File: config.mk
export PLATFORM = sky130hd
export DESIGN_NAME = umsf_top
export DESIGN_NICKNAME = d
export VERILOG_FILES = /design/src/include/umsf_pkg.sv /design/src/hdl/umsf_edge_sync.sv /design/src/hdl/umsf_top.sv
export VERILOG_INCLUDE_DIRS = /design/src /design/src/include
export SDC_FILE = /design/constraint.sdc
export NUM_CORES = 1
export LEC_CHECK = 0
export BUFFER_PORTS_ARGS = -buffer_cell sky130_fd_sc_hd__buf_2
export CORE_MARGIN = 5
export CORE_UTILIZATION = 60
export CTS_CLUSTER_SIZE = 12
export DETAILED_ROUTE_END_ITERATION = 6
export PLACE_DENSITY = 0.84
export SLEW_MARGIN = 25
export SYNTH_ARGS = -nofsm -noshare
export SYNTH_HDL_FRONTEND = slang
export SYNTH_SLANG_ARGS = --single-unit
File: constraint.sdc
create_clock -name clk -period 4.3 [get_ports clk]
set_input_delay 0.86 -clock clk [delete_from_list [all_inputs] [get_ports clk]]
set_output_delay 0.86 -clock clk [all_outputs]
set_load 0.02 [all_outputs]
File: src/include/umsf_defines.svh
// register offsets, field positions, reset values and trigger steps for the flow-control block
`ifndef UMSF_DEFINES_SVH
`define UMSF_DEFINES_SVH
`define UMSF_ADDR_W         3
`define UMSF_OFF_MSTAT      3'h0
`define UMSF_OFF_SCRATCH    3'h1
`define UMSF_OFF_EFEAT      3'h2
`define UMSF_OFF_MCTRL      3'h3
`define UMSF_OFF_TRIG       3'h4
`define UMSF_OFF_IMASK      3'h5
`define UMSF_OFF_ISTAT      3'h6
`define UMSF_EF_ACTS        7
`define UMSF_EF_ARTS        6
`define UMSF_EF_SW_LSB      0
`define UMSF_EF_SW_MSB      3
`define UMSF_EF_RESET       8'h00
`define UMSF_MC_RTS         1
`define UMSF_IRQ_MODEM      0
`define UMSF_IRQ_RXTRIG     1
`define UMSF_LVL_W          5
`define UMSF_TRIG_STEP      5'h04
`define UMSF_TRIG_MAX       5'h10
`endif

File: src/include/umsf_pkg.sv
// types shared by the flow-control block
package umsf_pkg;
  typedef enum logic [1:0]
  {
    UMSF_TX_IDLE = 2'b00,
    UMSF_TX_SEND = 2'b01,
    UMSF_TX_HELD = 2'b10
  } umsf_tx_e;
  typedef logic [7:0] umsf_byte_t;
endpackage

File: src/hdl/umsf_edge_sync.sv
// two-flop synchroniser with toggle detection for one modem input
module umsf_edge_sync
(
  input  wire logic clk,      // system clock
  input  wire logic rst_n,    // async reset, active low
  input  wire logic din,      // raw input
  output logic      dout,     // synchronised level
  output logic      toggled   // one-cycle pulse on any change
);
  logic meta_q;
  logic sync_q;
  logic last_q;

  always_ff @(posedge clk or negedge rst_n)
  begin
    if (!rst_n)
    begin
      meta_q <= 1'b0;
      sync_q <= 1'b0;
      last_q <= 1'b0;
    end
    else
    begin
      meta_q <= din;
      sync_q <= meta_q;
      last_q <= sync_q;
    end
  end

  assign dout    = sync_q;
  assign toggled = sync_q ^ last_q;
endmodule

File: src/hdl/umsf_top.sv
// modem status, scratch and hardware/software flow-control registers
// Functional notes
// flag bit 1 on DSR change and bit 0 on CTS change since last read
// modem interrupt while any of status bits 0 to 3 is set
// 8-bit scratch register returns last write, no other effect
// feature bit 7 enables automatic CTS control, default off
// auto CTS: transmitter halts while CTS is 1, resumes at 0
// feature bit 6 enables automatic RTS control, default off
// auto RTS: interrupt at trigger level, RTS to 1 at next level
// auto RTS: RTS back to 0 below trigger level minus one step
// without auto RTS, RTS follows the software modem control bit
// feature low bits pick single or dual character software flow mode
// reading modem status clears all four change flags
// CTS stop waits for the character in progress to finish
// CTS and DSR synchronised; change during a read stays set
// modem interrupt drops once all change flags are clear
//
// Added by the designer: the plain strobed port and the register offsets.
`include "umsf_defines.svh"
module umsf_top
(
  input  wire logic                    clk,          // 10 MHz system clock
  input  wire logic                    rst_n,        // async reset, active low
  input  wire logic [`UMSF_ADDR_W-1:0] addr,         // register address
  input  wire logic [7:0]              wdata,        // write data
  input  wire logic                    wr,           // write strobe
  input  wire logic                    rd,           // read strobe
  output logic      [7:0]              rdata,        // read data, cycle after rd
  input  wire logic                    cts_in,       // clear-to-send, 1 = stop
  input  wire logic                    dsr_in,       // data-set-ready input
  input  wire logic                    dcd_chg,      // change pulse from DCD path
  input  wire logic                    ri_chg,       // change pulse from RI path
  input  wire logic [`UMSF_LVL_W-1:0]  rx_level,     // receive FIFO fill count
  input  wire logic                    tx_start,     // transmitter wants a character
  input  wire logic                    tx_char_done, // character finished on line
  output logic                         tx_go,        // transmitter may send
  output logic                         rts_out,      // request-to-send, 1 = stop
  output logic      [7:0]              sw_dual,      // dual-mode char pattern select
  output logic                         irq           // interrupt, active high
);
  ////////////////////////////////////////////////////////////////////////////
  logic cts_s;
  logic dsr_s;
  logic cts_tg;
  logic dsr_tg;

  umsf_edge_sync u_cts
  (
    .clk     (clk),
    .rst_n   (rst_n),
    .din     (cts_in),
    .dout    (cts_s),
    .toggled (cts_tg)
  );

  umsf_edge_sync u_dsr
  (
    .clk     (clk),
    .rst_n   (rst_n),
    .din     (dsr_in),
    .dout    (dsr_s),
    .toggled (dsr_tg)
  );

  ////////////////////////////////////////////////////////////////////////////
  logic [3:0]              delta_q;
  umsf_pkg::umsf_byte_t    scratch_q;
  umsf_pkg::umsf_byte_t    efeat_q;
  umsf_pkg::umsf_byte_t    mctrl_q;
  logic [`UMSF_LVL_W-1:0]  trig_q;
  logic [1:0]              imask_q;
  logic [1:0]              istat_q;
  logic [3:0]              ev_chg;
  logic                    rd_mstat;
  logic                    rd_istat;
  logic                    rx_trig_hit;
  logic                    rx_above_q;
  logic [3:0]              delta_d;
  logic [`UMSF_LVL_W:0]    trig_up;
  logic [`UMSF_LVL_W:0]    lvl_up;

  assign ev_chg   = {dcd_chg, ri_chg, dsr_tg, cts_tg};
  assign rd_mstat = rd && (addr == `UMSF_OFF_MSTAT);
  assign rd_istat = rd && (addr == `UMSF_OFF_ISTAT);
  assign delta_d  = rd_mstat ? ev_chg : (delta_q | ev_chg);
  // widened so trigger plus one step cannot wrap
  assign trig_up  = {1'b0, trig_q} + {1'b0, `UMSF_TRIG_STEP};
  assign lvl_up   = {1'b0, rx_level} + {1'b0, `UMSF_TRIG_STEP};

  // change flags: set wins over the read clear
  always_ff @(posedge clk or negedge rst_n)
  begin
    if (!rst_n)
      delta_q <= 4'h0;
    else if (rd_mstat)
      delta_q <= ev_chg; // see R11
    else
      delta_q <= delta_q | ev_chg;
  end

  always_ff @(posedge clk or negedge rst_n)
  begin
    if (!rst_n)
    begin
      scratch_q <= 8'h00;
      efeat_q   <= `UMSF_EF_RESET;
      mctrl_q   <= 8'h00;
      trig_q    <= `UMSF_TRIG_STEP;
      imask_q   <= 2'h0;
    end
    else if (wr)
    begin
      case (addr)
        `UMSF_OFF_SCRATCH: scratch_q <= wdata;
        `UMSF_OFF_EFEAT:   efeat_q   <= wdata; // see R4
        `UMSF_OFF_MCTRL:   mctrl_q   <= wdata;
        `UMSF_OFF_TRIG:    trig_q    <= wdata[`UMSF_LVL_W-1:0];
        `UMSF_OFF_IMASK:   imask_q   <= wdata[1:0];
        default:           scratch_q <= scratch_q;
      endcase
    end
  end

  always_ff @(posedge clk or negedge rst_n)
  begin
    if (!rst_n)
      rdata <= 8'h00;
    else if (rd)
    begin
      case (addr)
        `UMSF_OFF_MSTAT:   rdata <= {2'b00, dsr_s, cts_s, delta_q};
        `UMSF_OFF_SCRATCH: rdata <= scratch_q;
        `UMSF_OFF_EFEAT:   rdata <= efeat_q;
        `UMSF_OFF_MCTRL:   rdata <= mctrl_q;
        `UMSF_OFF_TRIG:    rdata <= {3'b000, trig_q};
        `UMSF_OFF_IMASK:   rdata <= {6'h00, imask_q};
        `UMSF_OFF_ISTAT:   rdata <= {6'h00, istat_q};
        default:           rdata <= 8'h00;
      endcase
    end
    else
      rdata <= 8'h00;
  end

  ////////////////////////////////////////////////////////////////////////////
  logic prev_hit_q;
  logic [1:0] ev_irq;

  assign rx_trig_hit = (rx_level >= trig_q);
  assign ev_irq[`UMSF_IRQ_MODEM]  = |delta_d;
  assign ev_irq[`UMSF_IRQ_RXTRIG] = efeat_q[`UMSF_EF_ARTS] && rx_trig_hit && !prev_hit_q;

  always_ff @(posedge clk or negedge rst_n)
  begin
    if (!rst_n)
      prev_hit_q <= 1'b0;
    else
      prev_hit_q <= rx_trig_hit;
  end

  // modem bit tracks the flags so it drops when they clear
  always_ff @(posedge clk or negedge rst_n)
  begin
    if (!rst_n)
      istat_q <= 2'h0;
    else
    begin
      istat_q[`UMSF_IRQ_MODEM] <= ev_irq[`UMSF_IRQ_MODEM];
      if (rd_istat)
        istat_q[`UMSF_IRQ_RXTRIG] <= ev_irq[`UMSF_IRQ_RXTRIG];
      else
        istat_q[`UMSF_IRQ_RXTRIG] <= istat_q[`UMSF_IRQ_RXTRIG] | ev_irq[`UMSF_IRQ_RXTRIG];
    end
  end

  always_ff @(posedge clk or negedge rst_n)
  begin
    if (!rst_n)
      irq <= 1'b0;
    else
    begin
      irq <= |({(istat_q[1] && !rd_istat) || ev_irq[1], ev_irq[0]} & imask_q); // see R2
    end
  end

  ////////////////////////////////////////////////////////////////////////////
  // rts: hysteresis between next level and trigger minus one step
  always_ff @(posedge clk or negedge rst_n)
  begin
    if (!rst_n)
      rx_above_q <= 1'b0;
    else if (!efeat_q[`UMSF_EF_ARTS])
      rx_above_q <= 1'b0;
    else if ({1'b0, rx_level} >= trig_up)
      rx_above_q <= 1'b1;
    else if (lvl_up < {1'b0, trig_q})
      rx_above_q <= 1'b0;
  end

  always_ff @(posedge clk or negedge rst_n)
  begin
    if (!rst_n)
      rts_out <= 1'b1;
    else if (efeat_q[`UMSF_EF_ARTS])
      rts_out <= rx_above_q;
    else
      rts_out <= !mctrl_q[`UMSF_MC_RTS];
  end

  // dual pattern: resume chars then pause chars sent back to back
  always_ff @(posedge clk or negedge rst_n)
  begin
    if (!rst_n)
      sw_dual <= 8'h00;
    else
    begin
      sw_dual[0] <= efeat_q[3] && efeat_q[2];
      sw_dual[1] <= efeat_q[1] && efeat_q[0];
      sw_dual[7:2] <= {2'b00, efeat_q[`UMSF_EF_SW_MSB:`UMSF_EF_SW_LSB]};
    end
  end

  ////////////////////////////////////////////////////////////////////////////
  umsf_pkg::umsf_tx_e tx_st_q;
  logic cts_hold;

  assign cts_hold = efeat_q[`UMSF_EF_ACTS] && cts_s; // see R4

  always_ff @(posedge clk or negedge rst_n)
  begin
    if (!rst_n)
      tx_st_q <= umsf_pkg::UMSF_TX_IDLE;
    else
    begin
      case (tx_st_q)
        umsf_pkg::UMSF_TX_IDLE:
          if (cts_hold)
            tx_st_q <= umsf_pkg::UMSF_TX_HELD;
          else if (tx_start)
            tx_st_q <= umsf_pkg::UMSF_TX_SEND;
        umsf_pkg::UMSF_TX_SEND:
          if (tx_char_done)
            tx_st_q <= cts_hold ? umsf_pkg::UMSF_TX_HELD : umsf_pkg::UMSF_TX_IDLE;
        umsf_pkg::UMSF_TX_HELD:
          if (!cts_hold)
            tx_st_q <= umsf_pkg::UMSF_TX_IDLE;
        default:
          tx_st_q <= umsf_pkg::UMSF_TX_IDLE;
      endcase
    end
  end

  always_ff @(posedge clk or negedge rst_n)
  begin
    if (!rst_n)
      tx_go <= 1'b0;
    else
      tx_go <= !cts_hold || (tx_st_q == umsf_pkg::UMSF_TX_SEND);
  end
endmodule

==> flow_metrics.env <==
export IMPL_status="finished clean"
export IMPL_yosys_top_cells_count="dfrtp_1 (62), mux2_2 (16), inv_1 (15)"
export IMPL_firstDrtPassIters=5
export IMPL_fin_nets=319
export IMPL_drv_slew=0
export IMPL_worst_slew_pin_transition_ns=0.503
export IMPL_io_pin_count=45
export IMPL_cts_tree="yes"
export IMPL_grt_pass1_vias=2026
export IMPL_area_growth_pct=15.0
export IMPL_async_flop_share_pct=100
export IMPL_cts_max_path_buffers=2
export IMPL_wirelength_um=5920
export IMPL_hp_class="reg -> reg"
export IMPL_relSlewSlack_pct=66.5
export IMPL_die_area_sq_um=6400
export IMPL_cts_resized=0
export IMPL_grtUsageTotal_pct=21.1
export IMPL_yosysUniqueCellTypes=46
export IMPL_power_density_nw_per_um2=480
export IMPL_final_period_utilization_pct=50.5
export IMPL_final_hold_viol_count=0
export IMPL_path_clk_slew_ns=0.08
export IMPL_htreeDepth=3
export IMPL_grt_pass1_wl_um=9990
export IMPL_num_antenna_cells=0
export IMPL_synth_enable_flop_cells=0
export IMPL_peakVddDrop_mv=0.272
export IMPL_rr_startpoint="trig_q[2]"
export IMPL_fin_util_pct=71.1
export IMPL_gr_total_overflow=0
export IMPL_cts_hold_buffers=0
export IMPL_fin_setup_tns_ns=0
export IMPL_hpwl_um=4240
export IMPL_cap_violations=0
export IMPL_cts_root_buf="clkbuf_8"
export IMPL_cts_sinks=64
export IMPL_gp_congestion=0.790
export IMPL_finClkSkew_ns=0.00824
export IMPL_via_count=1937
export IMPL_fmax_ghz=0.461
export IMPL_synth_most_common_cell="dfrtp_1"
export IMPL_r2r_cells=7
export IMPL_finalWorstPathRequiredPeriod_ns=2.17
export IMPL_path_class="in -> reg"
export IMPL_wire_per_inst_um=16.8
export IMPL_clk_latency_ns=0.34
export IMPL_rsz0062_at_grt="false"
export IMPL_netlist_area_sq_um=2940
export IMPL_post_cts_setup_buffer_count=0
export IMPL_synthTopCellsByArea="dfrtp_1 (53%), mux2_2 (6.1%), ha_1 (5.5%)"
export IMPL_layout_drive_gt1_share_pct=33.0
export IMPL_drtAntennaViolNets=0
export IMPL_crit_path_start="addr[1]"
export IMPL_grt_max_degree=43
export IMPL_worst_setup_path_start_kind="primary input"
export IMPL_synth_top_area_share_pct=52.8
export IMPL_worstPathRequired_ns=4.52
export IMPL_finalWorstSetupSlack_ns=2.13
export IMPL_ys_flop_type="dfrtp_1"
export IMPL_syn_mean_instance_area_sq_um=12.6
export IMPL_die_w_um=80.0
export IMPL_crit_end="efeat_q[4]"
export IMPL_post_place_ws_ns=1.83
export IMPL_postSynthCellCount=234
export IMPL_timing_rr_end="irq"
export IMPL_power_leakage_uw=0.00159
export IMPL_die_h_um=80.0
export IMPL_core_sq_um=4750
export IMPL_io_buffers=42
export IMPL_crit_fanout=15
export IMPL_rows=25
export IMPL_cts_buffers=9
export IMPL_yosysWarningCount=0
export IMPL_reg2reg_setup_slack_ns=2.42
export IMPL_initial_utilization_pct=61.8
export IMPL_yosysTopAreaCell="dfrtp_1"
export IMPL_drtIter0Drc=102
export IMPL_yosysSeqAreaShare_pct=54.6
export IMPL_fin_hold_ws_ns=0.357
export IMPL_drc=0
export IMPL_antenna_found_initial=0
export IMPL_viasPerCell=5.50
export IMPL_cp_arrival_ns=2.39
export IMPL_setup_violations=0
export IMPL_ys_seq_elements=64
export IMPL_critPathCaptureType="flip-flop"
critical path: stages:
cell	delay (ns)
buf_2	0.30
nor2b_2	0.27
and2b_4	0.20
and2_1	0.36
mux2_1	0.38
layout make-up:
type,instances,area (sq um)
Clock buffer,9,124
Clock inverter,7,80.1
Fill cell,346,1380
Inverter,15,56.3
Multi-Input combinational cell,147,1210
Sequential cell,64,1600
Tap cell,67,83.8
Timing Repair Buffer,43,220
registers in the layout (all words and copies together), names as in the netlist, 2 cells and up:
register   cells
delta_q        4
efeat_q        8
imask_q        2
istat_q        2
mctrl_q        8
rdata          8
scratch_q      8
sw_dual        6
trig_q         5
tx_st_q        2
metrics by stage:
stage / instances / cell area, sq um / power [uW]
final: 352 / 3380 / 1620
after global routing: 352 / 3380 / 1710
after CTS: 352 / 3380 / 1630
after detailed placement: 336 / 3170 / 1120
after global placement: 336 / 3170 / 1100
after floorplan: 235 / 2940 / 1000
cell families after synthesis:
| logic type | after synthesis | share of synthesized area (%) |
|---|---|---|
| fa+ha+maj | 13 | 5.53 |
| buf+inv | 24 | 4.34 |
| flops | 64 | 54.6 |
| xor+xnor | 4 | 1.19 |
| compound gates | 46 | 9.96 |
| simple gates | 45 | 8.98 |
| mux | 37 | 15.3 |
| other cells | 1 | 0.128 |
routing by layer:
metal	track usage [%]	wire (um)
met5	0	0
met4	10.1	122
met3	4.74	431
met2	31.2	2780
met1	29.3	2590
worst min-delay path by stage:
stage | cells after the start | startpoint | end | slack, ns
floorplan | 0 | u_cts.meta_q | u_cts.dout | 0.33
global placement | 0 | u_dsr.meta_q | u_dsr.dout | 0.33
detailed placement | 0 | u_cts.meta_q | u_cts.dout | 0.34
CTS | 0 | u_cts.meta_q | u_cts.dout | 0.36
global route | 0 | u_dsr.meta_q | u_dsr.dout | 0.38
finish | 0 | u_cts.meta_q | u_cts.dout | 0.36
power breakdown:
group | switching (uW) | internal [uW]
Clock | 241 | 272
Combinational | 172 | 157
Sequential | 66.8 | 714
cell usage in the layout (no fill, tap or decap), types with 3 or more instances in the layout:
master	count
a21oi_1	13
a22oi_1	8
and2_1	3
buf_2	41
clkbuf_8	9
clkinv_4	3
dfrtp_1	62
ha_1	13
inv_1	15
mux2_1	9
mux2_2	16
mux2_4	7
mux2i_1	4
nand2_1	12
nand3_1	4
nor2_1	7
nor2b_1	3
o21ai_0	9
o21bai_1	4
xnor2_1	3
(Power assumes the default switching activity.)
